## config.mk

```make
export PLATFORM = sky130hd
export DESIGN_NAME = wdcs_top
export DESIGN_NICKNAME = d
export VERILOG_FILES = /design/src/verilog/wdcs_cnt.v /design/src/verilog/wdcs_gbit.v /design/src/verilog/wdcs_top.v
export VERILOG_INCLUDE_DIRS = /design/src /design/src/verilog
export SDC_FILE = /design/constraint.sdc
export NUM_CORES = 1
export LEC_CHECK = 0
export ABC_AREA = 1
export BUFFER_PORTS_ARGS = -buffer_cell sky130_fd_sc_hd__buf_2
export CORE_ASPECT_RATIO = 0.6
export CORE_MARGIN = 4
export CORE_UTILIZATION = 51
export DETAILED_ROUTE_END_ITERATION = 12
export GPL_TIMING_DRIVEN = 0
export PLACE_DENSITY = 0.78
export SYNTH_ARGS = -nofsm -noshare
export SYNTH_HDL_FRONTEND = slang
export SYNTH_HIERARCHICAL = 1
export SYNTH_SLANG_ARGS = --single-unit
export TNS_END_PERCENT = 1
```

## constraint.sdc

```tcl
create_clock -name CLK_SYS -period 2.2 [get_ports CLK_SYS]
set_clock_uncertainty 0.05 [all_clocks]
set_input_delay 0.11 -clock CLK_SYS [delete_from_list [all_inputs] [get_ports CLK_SYS]]
set_output_delay 0.11 -clock CLK_SYS [all_outputs]
set_load 0.05 [all_outputs]
```

## src/verilog/wdcs_map.vh

```
// Register map, field positions, reset values and counts of the watchdog control block
`ifndef WDCS_MAP_VH
`define WDCS_MAP_VH

// Byte offsets on the register bus
`define WDCS_OFS_CTRL 5'h00
`define WDCS_OFS_COUNT 5'h04
`define WDCS_OFS_IRQ_STAT 5'h08
`define WDCS_OFS_IRQ_EN 5'h0C
`define WDCS_OFS_IRQ_CLR 5'h10

// Control/status register fields
`define WDCS_BIT_CWE_GATE 7
`define WDCS_BIT_CWE 6
`define WDCS_BIT_CTRL_GATE 5
`define WDCS_BIT_CTRL_WE 4
`define WDCS_BIT_RUN_GATE 3
`define WDCS_BIT_RUN 2
`define WDCS_BIT_FLAG_GATE 1
`define WDCS_BIT_FLAG 0

// Reset values of the controlled bits
`define WDCS_RST_CWE 1'b0
`define WDCS_RST_CTRL_WE 1'b0
`define WDCS_RST_RUN 1'b1
`define WDCS_RST_FLAG 1'b0

// Interrupt status fields
`define WDCS_IRQ_OVF 0
`define WDCS_IRQ_PROT 1
`define WDCS_IRQ_W 2

// Counter defaults
`define WDCS_CNT_W 8
`define WDCS_TICK_DIV 1

`endif

```

## src/verilog/wdcs_cnt.v

```verilog
// Watchdog up-counter with tick divider, software load and overflow detection
`timescale 1ns/100ps
module wdcs_cnt #(
	parameter W = 8,
	parameter DIV = 1
) (
	input wire clk,
	input wire rst_n,
	input wire init,
	input wire run,
	input wire load,
	input wire [W-1:0] load_val,
	output reg [W-1:0] count_r,
	output wire ovf
);

	reg [15:0] div_r;
	reg [15:0] div_nxt;
	reg [W-1:0] count_nxt;
	wire tick;

	assign tick = (div_r == (DIV[15:0] - 16'h0001));
	// A load in the same cycle wins, so no overflow is reported then
	assign ovf = tick && run && !load && (&count_r);

	always @* begin
		div_nxt = tick ? 16'h0000 : div_r + 16'h0001;
		count_nxt = count_r;
		if (init) begin
			count_nxt = {W{1'b0}};
		end else if (load) begin
			count_nxt = load_val;
		end else if (tick && run) begin
			count_nxt = count_r + {{(W-1){1'b0}}, 1'b1};
		end
	end

	always @(posedge clk) begin
		if (!rst_n) begin
			div_r <= 16'h0000;
			count_r <= {W{1'b0}};
		end else begin
			div_r <= div_nxt;
			count_r <= count_nxt;
		end
	end

endmodule // wdcs_cnt

```

## src/verilog/wdcs_gbit.v

```verilog
// One write-gated control bit with hardware set and synchronous re-initialisation
`timescale 1ns/100ps
module wdcs_gbit #(
	parameter RST_VAL = 1'b0
) (
	input wire clk,
	input wire rst_n,
	input wire init,
	input wire hw_set,
	input wire wr,
	input wire allow,
	input wire gate_in,
	input wire data_in,
	output reg q_r
);

	reg q_nxt;

	always @* begin
		q_nxt = q_r;
		// Hardware set beats a software clear in the same cycle
		if (hw_set) begin
			q_nxt = 1'b1;
		end else if (init) begin
			q_nxt = RST_VAL;
		end else if (wr && allow && !gate_in) begin
			q_nxt = data_in;
		end
	end

	always @(posedge clk) begin
		if (!rst_n) begin
			q_r <= RST_VAL;
		end else begin
			q_r <= q_nxt;
		end
	end

endmodule // wdcs_gbit

```

## src/verilog/wdcs_top.v

```verilog
// Watchdog control/status register with write protection, counter and Avalon-MM slave
`timescale 1ns/100ps
`include "wdcs_map.vh"

module wdcs_top #(
	parameter CNT_W = `WDCS_CNT_W,
	parameter TICK_DIV = `WDCS_TICK_DIV
) (
	input wire CLK_SYS,
	input wire RST_N,
	input wire [4:0] AVS_ADDRESS,
	input wire AVS_READ,
	input wire AVS_WRITE,
	input wire [31:0] AVS_WRITEDATA,
	input wire [3:0] AVS_BYTEENABLE,
	output reg [31:0] AVS_READDATA,
	output wire AVS_WAITREQUEST,
	output wire IRQ,
	output reg INT_RST_OUT,
	output wire WDT_RUN,
	output wire WDT_RESET_FLAG
);

	////////////////////////////////////////////////////////////////////////////////
	// Bus handshake

	reg ack_r;
	wire req;
	wire wr_fire;
	wire rd_fire;
	wire [2:0] word_sel;

	// One wait state: read data is built at the first edge and taken at the second
	assign req = AVS_READ | AVS_WRITE;
	assign AVS_WAITREQUEST = req & ~ack_r;
	assign wr_fire = AVS_WRITE & ack_r & AVS_BYTEENABLE[0];
	// A read's data is captured in its first cycle, while waitrequest is still high
	assign rd_fire = AVS_READ & ~ack_r;
	assign word_sel = AVS_ADDRESS[4:2];

	function is_word;
		input [2:0] sel;
		input [4:0] ofs;
		begin
			is_word = (sel == ofs[4:2]);
		end
	endfunction

	wire sel_ctrl;
	wire sel_count;
	wire sel_stat;
	wire sel_en;
	wire sel_clr;

	// Decoded once so that the write strobes and the read mux always agree on the map
	assign sel_ctrl = is_word(word_sel, `WDCS_OFS_CTRL);
	assign sel_count = is_word(word_sel, `WDCS_OFS_COUNT);
	assign sel_stat = is_word(word_sel, `WDCS_OFS_IRQ_STAT);
	assign sel_en = is_word(word_sel, `WDCS_OFS_IRQ_EN);
	assign sel_clr = is_word(word_sel, `WDCS_OFS_IRQ_CLR);

	always @(posedge CLK_SYS) begin
		if (!RST_N) begin
			ack_r <= 1'b0;
		end else begin
			ack_r <= req & ~ack_r;
		end
	end

	wire wr_ctrl;
	wire wr_count;
	wire wr_irq_en;
	wire wr_irq_clr;

	assign wr_ctrl = wr_fire & sel_ctrl;
	assign wr_count = wr_fire & sel_count;
	assign wr_irq_en = wr_fire & sel_en;
	assign wr_irq_clr = wr_fire & sel_clr;

	////////////////////////////////////////////////////////////////////////////////
	// Control bits

	wire cwe;
	wire ctrl_we;
	wire run;
	wire flag;
	wire ovf;
	wire [7:0] wd;

	assign wd = AVS_WRITEDATA[7:0];

	// Gate and data halves of a control write
	wire cwe_gate;
	wire cwe_data;
	wire ctrl_gate;
	wire ctrl_data;
	wire run_gate;
	wire run_data;
	wire flag_gate;
	wire flag_data;

	assign cwe_gate = wd[`WDCS_BIT_CWE_GATE];
	assign cwe_data = wd[`WDCS_BIT_CWE];
	assign ctrl_gate = wd[`WDCS_BIT_CTRL_GATE];
	assign ctrl_data = wd[`WDCS_BIT_CTRL_WE];
	assign run_gate = wd[`WDCS_BIT_RUN_GATE];
	assign run_data = wd[`WDCS_BIT_RUN];
	assign flag_gate = wd[`WDCS_BIT_FLAG_GATE];
	assign flag_data = wd[`WDCS_BIT_FLAG];

	// Bit 6: gated by bit 7 only
	wdcs_gbit #(
		.RST_VAL(`WDCS_RST_CWE)
	) u_cwe (
		.clk(CLK_SYS),
		.rst_n(RST_N),
		.init(ovf),
		.hw_set(1'b0),
		.wr(wr_ctrl),
		.allow(1'b1),
		.gate_in(cwe_gate),
		.data_in(cwe_data),
		.q_r(cwe)
	);

	// Bit 4: gated by bit 5 only
	wdcs_gbit #(
		.RST_VAL(`WDCS_RST_CTRL_WE)
	) u_ctrl_we (
		.clk(CLK_SYS),
		.rst_n(RST_N),
		.init(ovf),
		.hw_set(1'b0),
		.wr(wr_ctrl),
		.allow(1'b1),
		.gate_in(ctrl_gate),
		.data_in(ctrl_data),
		.q_r(ctrl_we)
	);

	// Run bit: gate bit 3, needs bit 4, back to 1 on any reset
	wdcs_gbit #(
		.RST_VAL(`WDCS_RST_RUN)
	) u_run (
		.clk(CLK_SYS),
		.rst_n(RST_N),
		.init(ovf),
		.hw_set(1'b0),
		.wr(wr_ctrl),
		.allow(ctrl_we),
		.gate_in(run_gate),
		.data_in(run_data),
		.q_r(run)
	);

	// Reset flag: set by overflow, cleared only by the pin or a gated write
	// A 1 written to the flag is ignored: software may only clear it, never fake an overflow
	wdcs_gbit #(
		.RST_VAL(`WDCS_RST_FLAG)
	) u_flag (
		.clk(CLK_SYS),
		.rst_n(RST_N),
		.init(1'b0),
		.hw_set(ovf),
		.wr(wr_ctrl & ~flag_data),
		.allow(ctrl_we),
		.gate_in(flag_gate),
		.data_in(1'b0),
		.q_r(flag)
	);

	assign WDT_RUN = run;
	assign WDT_RESET_FLAG = flag;

	////////////////////////////////////////////////////////////////////////////////
	// Counter

	wire [CNT_W-1:0] count;
	wire [CNT_W-1:0] cnt_wdata;
	wire cnt_load;

	// Only the low CNT_W bits of a write reach the counter
	assign cnt_wdata = AVS_WRITEDATA[CNT_W-1:0];
	assign cnt_load = wr_count & cwe;

	// Counts only while run is 1
	wdcs_cnt #(
		.W(CNT_W),
		.DIV(TICK_DIV)
	) u_cnt (
		.clk(CLK_SYS),
		.rst_n(RST_N),
		.init(ovf),
		.run(run),
		.load(cnt_load),
		.load_val(cnt_wdata),
		.count_r(count),
		.ovf(ovf)
	);

	// Overflow pulses the device-wide reset for one cycle
	always @(posedge CLK_SYS) begin
		if (!RST_N) begin
			INT_RST_OUT <= 1'b0;
		end else begin
			INT_RST_OUT <= ovf;
		end
	end

	////////////////////////////////////////////////////////////////////////////////
	// Interrupts

	reg [`WDCS_IRQ_W-1:0] irq_stat_r;
	reg [`WDCS_IRQ_W-1:0] irq_stat_nxt;
	reg [`WDCS_IRQ_W-1:0] irq_en_r;
	wire [`WDCS_IRQ_W-1:0] irq_ev;
	wire [`WDCS_IRQ_W-1:0] irq_wdata;
	wire prot_cnt;
	wire prot_ctrl;
	wire prot_hit;

	assign irq_wdata = AVS_WRITEDATA[`WDCS_IRQ_W-1:0];

	// A rejected write to a protected bit or to the counter is worth telling software about
	assign prot_cnt = wr_count & ~cwe;
	// Bits 6 and 4 are never refused, so only the run and flag gates count here
	assign prot_ctrl = wr_ctrl & ~ctrl_we & (~run_gate | ~flag_gate);
	assign prot_hit = prot_cnt | prot_ctrl;

	assign irq_ev[`WDCS_IRQ_OVF] = ovf;
	assign irq_ev[`WDCS_IRQ_PROT] = prot_hit;

	always @* begin
		irq_stat_nxt = irq_stat_r;
		if (wr_irq_clr) begin
			irq_stat_nxt = irq_stat_nxt & ~irq_wdata;
		end
		// Set after clear so a same-cycle event is kept
		irq_stat_nxt = irq_stat_nxt | irq_ev;
	end

	always @(posedge CLK_SYS) begin
		if (!RST_N) begin
			irq_stat_r <= {`WDCS_IRQ_W{1'b0}};
			irq_en_r <= {`WDCS_IRQ_W{1'b0}};
		end else begin
			irq_stat_r <= irq_stat_nxt;
			if (wr_irq_en) begin
				irq_en_r <= irq_wdata;
			end
		end
	end

	assign IRQ = |(irq_stat_r & irq_en_r);

	////////////////////////////////////////////////////////////////////////////////
	// Read path

	reg [31:0] rd_nxt;
	wire [7:0] ctrl_view;

	// Gate bits are never stored and always read back as 1
	assign ctrl_view = {1'b1, cwe, 1'b1, ctrl_we, 1'b1, run, 1'b1, flag};

	always @* begin
		rd_nxt = 32'h0000_0000;
		if (sel_ctrl) begin
			rd_nxt[7:0] = ctrl_view;
		end else if (sel_count) begin
			rd_nxt[CNT_W-1:0] = count;
		end else if (sel_stat) begin
			rd_nxt[`WDCS_IRQ_W-1:0] = irq_stat_r;
		end else if (sel_en) begin
			rd_nxt[`WDCS_IRQ_W-1:0] = irq_en_r;
		end else if (sel_clr) begin
			// The clear register is write-only and reads as zero
			rd_nxt = 32'h0000_0000;
		end
	end

	// Captured at the first edge of a read; the value is that of the request cycle
	always @(posedge CLK_SYS) begin
		if (!RST_N) begin
			AVS_READDATA <= 32'h0000_0000;
		end else if (rd_fire) begin
			AVS_READDATA <= rd_nxt;
		end
	end

endmodule // wdcs_top
```

# Yosys cells after proc, flatten, opt, wreduce, memory -nomap -nowiden

Index checks and enable logic that the tools add are counted.

Bits in registers: 42
Input port bits: 45
Output and inout bits: 37
Logic and storage cells: 75

Add/subtract/negate cells: 2
Equality and inequality tests: 4
Mux-type cells: 9
Bitwise logic cells: 27
Reduce and logical (&&, ||, !) cells: 22

Operators by type and width:

| operator                                                              | number |
|---|---|
| 8-bit 2-to-1 mux                                                      | 4 |
| 16-bit by 1-bit adder with 16-bit output, second input constant       | 1 |
| 16-bit logical NOT                                                    | 1 |
| 1-bit AND                                                             | 13 |
| 1-bit logical AND                                                     | 9 |
| 8-bit by 1-bit adder with 8-bit output, second input constant         | 1 |
| 8-bit AND reduction                                                   | 1 |
| 1-bit inverter                                                        | 7 |
| 3-bit by 2-bit equality test with 1-bit output, second input constant | 2 |
| 2-bit 2-to-1 mux                                                      | 3 |
| 2-bit OR reduction                                                    | 3 |
| 1-bit logical NOT                                                     | 5 |
| 2-bit AND                                                             | 2 |
| 2-bit nonzero test                                                    | 2 |
| 3-bit by 1-bit equality test with 1-bit output, second input constant | 1 |
| 3-bit equality test, second input constant                            | 1 |
| 3-bit logical NOT                                                     | 1 |
| 1-bit bitwise OR                                                      | 3 |
| 1-bit 2-to-1 mux                                                      | 2 |
| 2-bit inverter                                                        | 1 |
| 2-bit bitwise OR                                                      | 1 |

# Longest topological paths before layout

Gate-level depths: netlist of the first run.

Word-level depth: 8
Depth in mapped cells: 12
Depth with buffers taken out: 11

# Modules after synthesis

Netlist of the first run, hierarchy kept.

By module, submodules not included:

| module                     | instances | cells an instance | area an instance (um^2) | sequential area each (um^2) |
|---|---|---|---|---|
| wdcs_cnt                   | 1         | 206               | 1,388.8                 | 480.5 |
| wdcs_top                   | 1         | 134               | 922.1                   | 280.3 |
| wdcs_gbit at u_ctrl_we ... | 3         | 15                | 77.6                    | 20.0 |
| wdcs_gbit at u_run         | 1         | 9                 | 57.6                    | 20.0 |

# Least setup slack after synthesis of the first run

OpenSTA, ideal clock, no wires.

Path type: reg2reg
Start point: register u_run.q_r
End point: register u_cnt.count_r[4]
Setup time: 114 ps
Arrival: 1,820 ps
Required time: 2,036 ps
Path slack: 216 ps
Stages on the path, launching flop included: 8
Path buffers: 0
Period minus slack after synthesis: 1,984 ps
Cells stage by stage: dfxtp_1 -> nand4_1 -> nor3_1 -> nor2_1 -> inv_1 -> nor2_1 -> nand2_1 -> nor2_1

Longest elaborated chain between the ends: 4
Elaborated cells between the ends (all ways): 5
Those cells by class: 5 x reduce/logical

RTL lines:

| element                         | RTL line       | RTL |
|---|---|---|
| start: declaration              | wdcs_gbit.v:14 | `output reg q_r` |
| start signal: assignment        | wdcs_gbit.v:35 | `q_r <= q_nxt;` |
| 1-bit logical AND (3 in series) | wdcs_cnt.v:24  | `assign ovf = tick && run && !load && (&count_r);` |
| net ovf                         | wdcs_top.v:87  | `wire ovf;` |
| 2-bit OR reduction (no line)    | --             |  |
| end signal: assignment          | wdcs_cnt.v:41  | `count_r <= {W{1'b0}};` |
| end signal: assignment          | wdcs_cnt.v:44  | `count_r <= count_nxt;` |
| end: declaration                | wdcs_cnt.v:13  | `output reg [W-1:0] count_r,` |

The timed path passes the listed nets, and every way through them passes these cells.
A chain may end at the register's enable or synchronous reset.

# Worst setup path after layout of the first run

Start point: register u_cwe.q_r
End point: register u_cnt.count_r[5]

Longest elaborated chain between the ends: 5
Elaborated cells between the ends (all ways): 7
Those cells by class: 1 x mux; 1 x bitwise; 5 x reduce/logical

RTL lines:

| element                         | RTL line       | RTL |
|---|---|---|
| start: declaration              | wdcs_gbit.v:14 |  |
| start signal: assignment        | wdcs_gbit.v:35 |  |
| 1-bit AND                       | wdcs_top.v:184 | `assign cnt_load = wr_count & cwe;` |
| net cnt_load                    | wdcs_top.v:180 | `wire cnt_load;` |
| 1-bit logical NOT               | wdcs_cnt.v:24  |  |
| 1-bit logical AND (2 in series) | wdcs_cnt.v:24  |  |
| net ovf                         | wdcs_top.v:87  |  |
| 2-bit OR reduction (no line)    | --             |  |

The timed path passes the listed nets, and every way through them passes these cells.

==> impl_metrics.tcl, run 1 <==
set metrics [dict create \
    cp.arrival_ns 2.17 \
    dp_hpwl_um 4860 \
    fin_setup_tns_ns 0 \
    htreeDepth 2 \
    gp_congestion 0.887 \
    fin_crit_ns 2.03 \
    num_io_pins 82 \
    antenna_found_initial 0 \
    antenna_left 0 \
    num-nets-final 511 \
    reg2reg_slack_ns 0.17 \
    cp.required_ns 2.33 \
    synthTopCellsByArea "dfxtp_1 (32%), nand2_1 (12%), nor2_1 (8.1%)" \
    leakage_uw 0.00144 \
    end_kind "flop" \
    drive_gt1_share_pct 20.7 \
    sw_frac_of_total_pct 31.4 \
    status "finished, final reports clean" \
    cap_violations 0 \
    slew_viol_final 0 \
    clock_power_share_pct 30.8 \
    yosysTopAreaCell "dfxtp_1" \
    critPathMaxStageDelay_ns 0.34 \
    cts_inserted_buffers 5 \
    die_area_um2 6340 \
    p_int_uw 1080 \
    worstSetupPathType "flop to flop" \
    antenna_cells 0 \
    grt_max_degree 17 \
    grt-ovfl-total 0 \
    synthToLayoutAreaGrowth_pct 18.3 \
    n_fill_cell 463 \
    clk_pin_slew_worst_paths_ns 0.08 \
    clockBufferDepth 2 \
    io_buffers 28 \
    synthArstFlopShare_pct 0 \
    synthCells 394 \
    grt_pass1_wl_um 9930 \
    p_switching_uw 495 \
    die-width_um 100 \
    grt_pass1_vias 2118 \
    wl_um 6130 \
    initialDrtViolationCount 213 \
    cts_tree "done" \
    seqPwrFrac_pct 50.5 \
    finalHoldViolations 0 \
    holdCritStartpoint "AVS_WRITEDATA[0]" \
    ys_ff_latch 42 \
    yosys.cell_count.top_type "nand2_1" \
    worst_slack_ns 0.169 \
    route.vias.total 2488 \
    rsz0062_at_grt "false" \
    critPathSlowestCell "nor3_4" \
    ys_warn_count 6 \
    start_util_pct 54.7 \
    ff_latch_area_um2 842 \
    wl_per_cell_um 11.6 \
    r2r-start "u_cwe/q_r$_SDFFE_PN0P_" \
    routed_via_density 4.72 \
    cp-startpoint "u_cwe/q_r$_SDFFE_PN0P_" \
    pwr-share-comb_pct 18.7 \
    rr_endpoint "u_cnt/count_r[5]$_SDFFE_PP0P_" \
    row_count 19 \
    synth_common_cells "nand2_1 (84), nor2_1 (56), inv_1 (49)" \
    clock_latency_ns 0.29 \
    hold_class "input pin to flop" \
    dieHeight_um 63.3 \
    firstDrtPassIters 5 \
    synth_edf_count 0 \
    crit_path_max_fanout 9 \
    fmax_mhz 492 \
    core_um2 4750 \
    setup_viol 0 \
    grt_util_all_layers_pct 19.3 \
    clock_sinks 42 \
    crit_chain "inv_1 > nor4_4 > buf_6 > inv_2 > nand4_1 > nor3_4 > nor2_1 > inv_1 > nor2_1 > nand2_1 > nor2_1" \
    post-route-period-util_pct 92.3 \
    syn_area_per_cell_um2 6.60 \
    place_ws_ns -0.407 \
    cp-start-kind "flop" \
    ys.flop_type "dfxtp_1" \
    yosysSeqAreaShare_pct 32.3 \
    crit_top_cell "nor2_1" \
    syn_area_um2 2600 \
    crit_path_end "u_cnt/count_r[5]$_SDFFE_PP0P_" \
    ir_drop_uv 357 \
    drc 0 \
    netlist.area_leader.share_pct 32.3 \
    ys_types 35 \
    multi_input_area_um2 1490 \
    reg2reg_depth 11 \
    p_per_area_nw_per_um2 512 \
    cts_root_buf "clkbuf_8" \
]
through the flow:
| step | util [%] | instances | cell area (µm²) | hold slack (ns) | power [µW] |
|---|---|---|---|---|---|
| floorplan | - | 426 | 2720 | 0.158 | 1040 |
| global placement | 61.8 | 517 | 2940 | 0.360 | 1090 |
| detailed placement | 61.8 | 517 | 2940 | 0.366 | 1100 |
| CTS | 63.9 | 525 | 3040 | 0.0625 | 1580 |
| global route | 64.7 | 527 | 3080 | 0.0648 | 1660 |
| finish | 64.7 | 527 | 3080 | 0.0687 | 1580 |
cell families after synthesis:
| group | after synthesis | synth area share [%] |
|---|---|---|
| and+or+nand+nor | 220 | 39.3 |
| buffers and inverters | 83 | 16.4 |
| DFF | 42 | 32.3 |
| AOI/OAI and AO/OA | 35 | 7.12 |
| xor gates and xnor gates | 8 | 2.69 |
| adders and majority gates | 3 | 1.44 |
| other | 2 | 0.289 |
| muxes | 1 | 0.385 |
worst min path at each step:
stage	to	cells past startpoint
floorplan	u_ctrl_we/q_r$_SDFFE_PN0P_	2
global placement	irq_en_r[0]$_SDFFE_PN0P_	3
detailed placement	irq_en_r[0]$_SDFFE_PN0P_	3
CTS	irq_en_r[0]$_SDFFE_PN0P_	3
global route	irq_en_r[0]$_SDFFE_PN0P_	3
finish	irq_en_r[0]$_SDFFE_PN0P_	3
critical path, delay by kind of cell (launching register included):
kind / cells / cell delay, ns
DFF: 1 / 0.31
and+or+nand+nor: 7 / 0.93
buffers and inverters: 4 / 0.64
final cells by class:
class                           instances  share of cell area [%]
Buffer                                 27                    7.04
Clock buffer                            6                    2.36
Clock inverter                          2                   0.447
Inverter                               56                    6.83
Multi-Input combinational cell        301                    48.4
Sequential cell                        42                    27.4
Tap cell                               63                    2.56
Timing Repair Buffer                   30                    5.04
sequential cells by signal (all words and copies together) (netlist names):
name / flops
u_cnt/count_r: 8
u_ctrl_we/q_r: 1
u_cnt/div_r: 16
u_run/q_r: 1
INT_RST_OUT: 1
ack_r: 1
u_cwe/q_r: 1
irq_en_r: 2
AVS_READDATA: 8
u_flag/q_r: 1
irq_stat_r: 2
metal layers:
layer	up-vias	share of wire [%]	track usage (%)
li1	1321	-	-
met1	1067	51	30.1
met5	-	0	0
met3	6	8.8	5.40
met2	94	39	26.2
met4	0	0.54	3.36
cell usage in the layout (no fill, tap or decap):
cell / n
clkinv_2: 1
ha_1: 3
nor2_4: 5
o21ai_1: 4
clkbuf_8: 6
a22o_1: 1
and2_1: 2
or2_0: 1
clkbuf_1: 1
nor3_1: 5
o21ai_0: 9
nor3b_1: 1
nor4_4: 1
dfxtp_2: 1
buf_2: 28
nand2_1: 84
nor2_1: 56
nand2_4: 1
nor3_2: 1
nand2_2: 3
or2_1: 2
xor2_1: 5
clkinv_4: 1
nand4_1: 9
xnor2_1: 3
inv_2: 7
inv_1: 49
buf_6: 2
conb_1: 34
dfxtp_1: 41
nand3_4: 2
buf_4: 26
nor3_4: 1
mux2i_1: 1
nand3_1: 36
o31ai_1: 1
nor2_2: 10
a31oi_1: 1
o21bai_1: 1
a21oi_1: 18
power by group through the flow:
stage	registers, µW	clock network (µW)	logic (µW)
after floorplan	837	0	205
after global placement	812	0	282
after detailed placement	812	0	285
after CTS	794	501	285
after global routing	798	541	317
final	796	486	295
repair_timing:
item                                    4_1_cts  5_1_grt
buffers inserted                              0        2
resized for setup                             2        4
cloned                                        0        0
endpoints found under the setup margin       14        9
pin swaps                                     0        1
hold buffers                                  0        0
(Power assumes the default switching activity.)
==> run 2, diff against run 1 <==
--- a/config.mk
+++ b/config.mk
@@ -11,9 +11,10 @@
 export CORE_ASPECT_RATIO = 0.6
 export CORE_MARGIN = 4
 export CORE_UTILIZATION = 51
+export CTS_CLUSTER_SIZE = 12
 export DETAILED_ROUTE_END_ITERATION = 12
 export GPL_TIMING_DRIVEN = 0
-export PLACE_DENSITY = 0.78
+export PLACE_DENSITY = 0.85
 export SYNTH_ARGS = -nofsm -noshare
 export SYNTH_HDL_FRONTEND = slang
 export SYNTH_HIERARCHICAL = 1
==> impl_metrics.tcl, run 2 (synthesis gave the netlist of run 1 again) <==
set metrics [dict create \
    wl_per_cell_um 11.7 \
    seqPwrFrac_pct 47.7 \
    setup_viol 0 \
    crit_top_cell "nor2_1" \
    grt_pass1_vias 2120 \
    p_per_area_nw_per_um2 539 \
    worstHoldEndpoint "irq_en_r[0]$_SDFFE_PN0P_" \
    status "finished, final reports clean" \
    slew_viol_final 0 \
    place_ws_ns -0.317 \
    report.power.total_uw 1670 \
    sw_frac_of_total_pct 29.6 \
    fin_crit_ns 2.04 \
    grt-ovfl-total 0 \
    clockBufferDepth 2 \
    num-nets-final 510 \
    route.vias.total 2541 \
    largest_reg_flops 16 \
    die-width_um 100 \
    cp.arrival_ns 2.18 \
    fmax_mhz 491 \
    antenna_left 0 \
    whs_path_depth 3 \
    crit_chain "inv_1 > nor4_4 > buf_6 > inv_2 > nand4_1 > nor3_4 > nor2_1 > inv_1 > nor2_1 > nand2_1 > nor2_1" \
    clock_latency_ns 0.29 \
    cts_tree "done" \
    io_buffers 28 \
    gp_congestion 0.903 \
    htreeDepth 2 \
    initialDrtViolationCount 253 \
    p_int_uw 1170 \
    end_kind "flop" \
    antenna_found_initial 0 \
    critPathMaxStageDelay_ns 0.33 \
    synthToLayoutAreaGrowth_pct 18.9 \
    grt_pass1_wl_um 9980 \
    cp.required_ns 2.34 \
    layout_common_cells "nand2_1 (84), nor2_1 (56), inv_1 (49)" \
    clock_sinks 42 \
    reg2reg_slack_ns 0.16 \
    dieHeight_um 63.3 \
    die_area_um2 6340 \
    core_um2 4750 \
    holdCritStartpoint "AVS_WRITEDATA[0]" \
    leakage_uw 0.00144 \
    crit_path_max_fanout 9 \
    finalHoldViolations 0 \
    drive_gt1_share_pct 20.7 \
    whs_ns 0.0643 \
    wl_um 6140 \
    firstDrtPassIters 5 \
    ir_drop_uv 312 \
    antenna_cells 0 \
    placedCellCount 517 \
    cap_violations 0 \
    largest-register "u_cnt/div_r" \
    r2r-start "u_cwe/q_r$_SDFFE_PN0P_" \
    layoutNonFillerInstCount 526 \
    routed_via_density 4.83 \
    clock_power_share_pct 34.6 \
    post-route-period-util_pct 92.6 \
    cp-start-kind "flop" \
    clk_pin_slew_worst_paths_ns 0.08 \
    final_util_pct 65.1 \
    critPathSlowestCell "nor3_4" \
    dp_hpwl_um 4710 \
    pwr-share-comb_pct 17.7 \
    final_common_cell "nand2_1" \
    drc 0 \
    grt_util_all_layers_pct 19.5 \
    row_count 19 \
    grt_max_degree 17 \
    start_util_pct 54.7 \
    reg_top3 "u_cnt/div_r (16), AVS_READDATA (8), u_cnt/count_r (8)" \
    cts_root_buf "clkbuf_8" \
    cts_inserted_buffers 5 \
    worstSetupPathType "flop to flop" \
    reg2reg_depth 11 \
    rsz0062_at_grt "false" \
    rr_endpoint "u_cnt/count_r[4]$_SDFFE_PP0P_" \
    worst_slack_ns 0.162 \
    num_io_pins 82 \
    p_switching_uw 493 \
    n_fill_cell 436 \
    hold_class "input pin to flop" \
]
## run 2: cell count changes in the layout (fill, tap and decap cells not counted), sizes merged
cell and delta:
clkbuf +2, clkinv -2, buf -1
## run 2: layer usage
metal	routed length, µm	up-vias	track usage (%)	share of wire [%]
met3	474	5	5.29	7.7
met1	3010	1122	28.5	49
met4	31	0	4.03	0.51
li1	-	1320	-	-
met5	0	-	0	0
met2	2620	94	28.5	43
## run 2: what timing repair did
| action | 4_1_cts | 5_1_grt |
|---|---|---|
| cloned | 0 | 0 |
| endpoints found under the hold margin | 0 | 0 |
| resized for setup | 2 | 4 |
| pin swaps | 0 | 1 |
| setup endpoints to repair | 13 | 10 |
| hold buffers | 0 | 0 |
| setup buffers | 0 | 1 |
## run 2: layout make-up
cell class,count,area [µm²],area share (%)
multi-input combinational,301,1490,48.1
tap,63,78.8,2.55
inverter,56,210,6.80
timing repair buffer,29,148,4.77
clock buffer,8,110,3.56
sequential,42,842,27.2
buffer,27,216,7.00
## run 2: power by group through the flow
stage / Clock [µW] / Combinational (µW) / Sequential (µW)
after floorplan: 0 / 205 / 837
after global placement: 0 / 282 / 811
after detailed placement: 0 / 286 / 812
after CTS: 588 / 287 / 794
after global routing: 633 / 318 / 799
final: 576 / 295 / 796
## run 2: worst max-delay path by stage
stage	start	to	slack, ns	cells after the start
after floorplan	u_run/q_r$_SDFFE_PP1P_	u_cnt/count_r[4]$_SDFFE_PP0P_	0.22	7
after global placement	ack_r$_SDFF_PN0_	u_cnt/count_r[4]$_SDFFE_PP0P_	-0.30	11
after detailed placement	ack_r$_SDFF_PN0_	u_cnt/count_r[4]$_SDFFE_PP0P_	-0.32	11
after CTS	ack_r$_SDFF_PN0_	u_cnt/count_r[4]$_SDFFE_PP0P_	0.06	11
after global routing	u_cwe/q_r$_SDFFE_PN0P_	u_cnt/count_r[4]$_SDFFE_PP0P_	0.04	11
final	u_cwe/q_r$_SDFFE_PN0P_	u_cnt/count_r[4]$_SDFFE_PP0P_	0.16	11
## run 2: worst max-delay path, delay by kind of cell, from the launching register on
kind / cells / cell delay (ns)
and+or+nand+nor: 7 / 0.93
DFF: 1 / 0.32
buffers and inverters: 4 / 0.62
## run 2: metrics by stage
step	TNS [ns]	area [µm²]
after floorplan	0	2720
after global placement	-1.85	2940
after detailed placement	-2.11	2940
after CTS	0	3060
after global routing	0	3090
final	0	3090
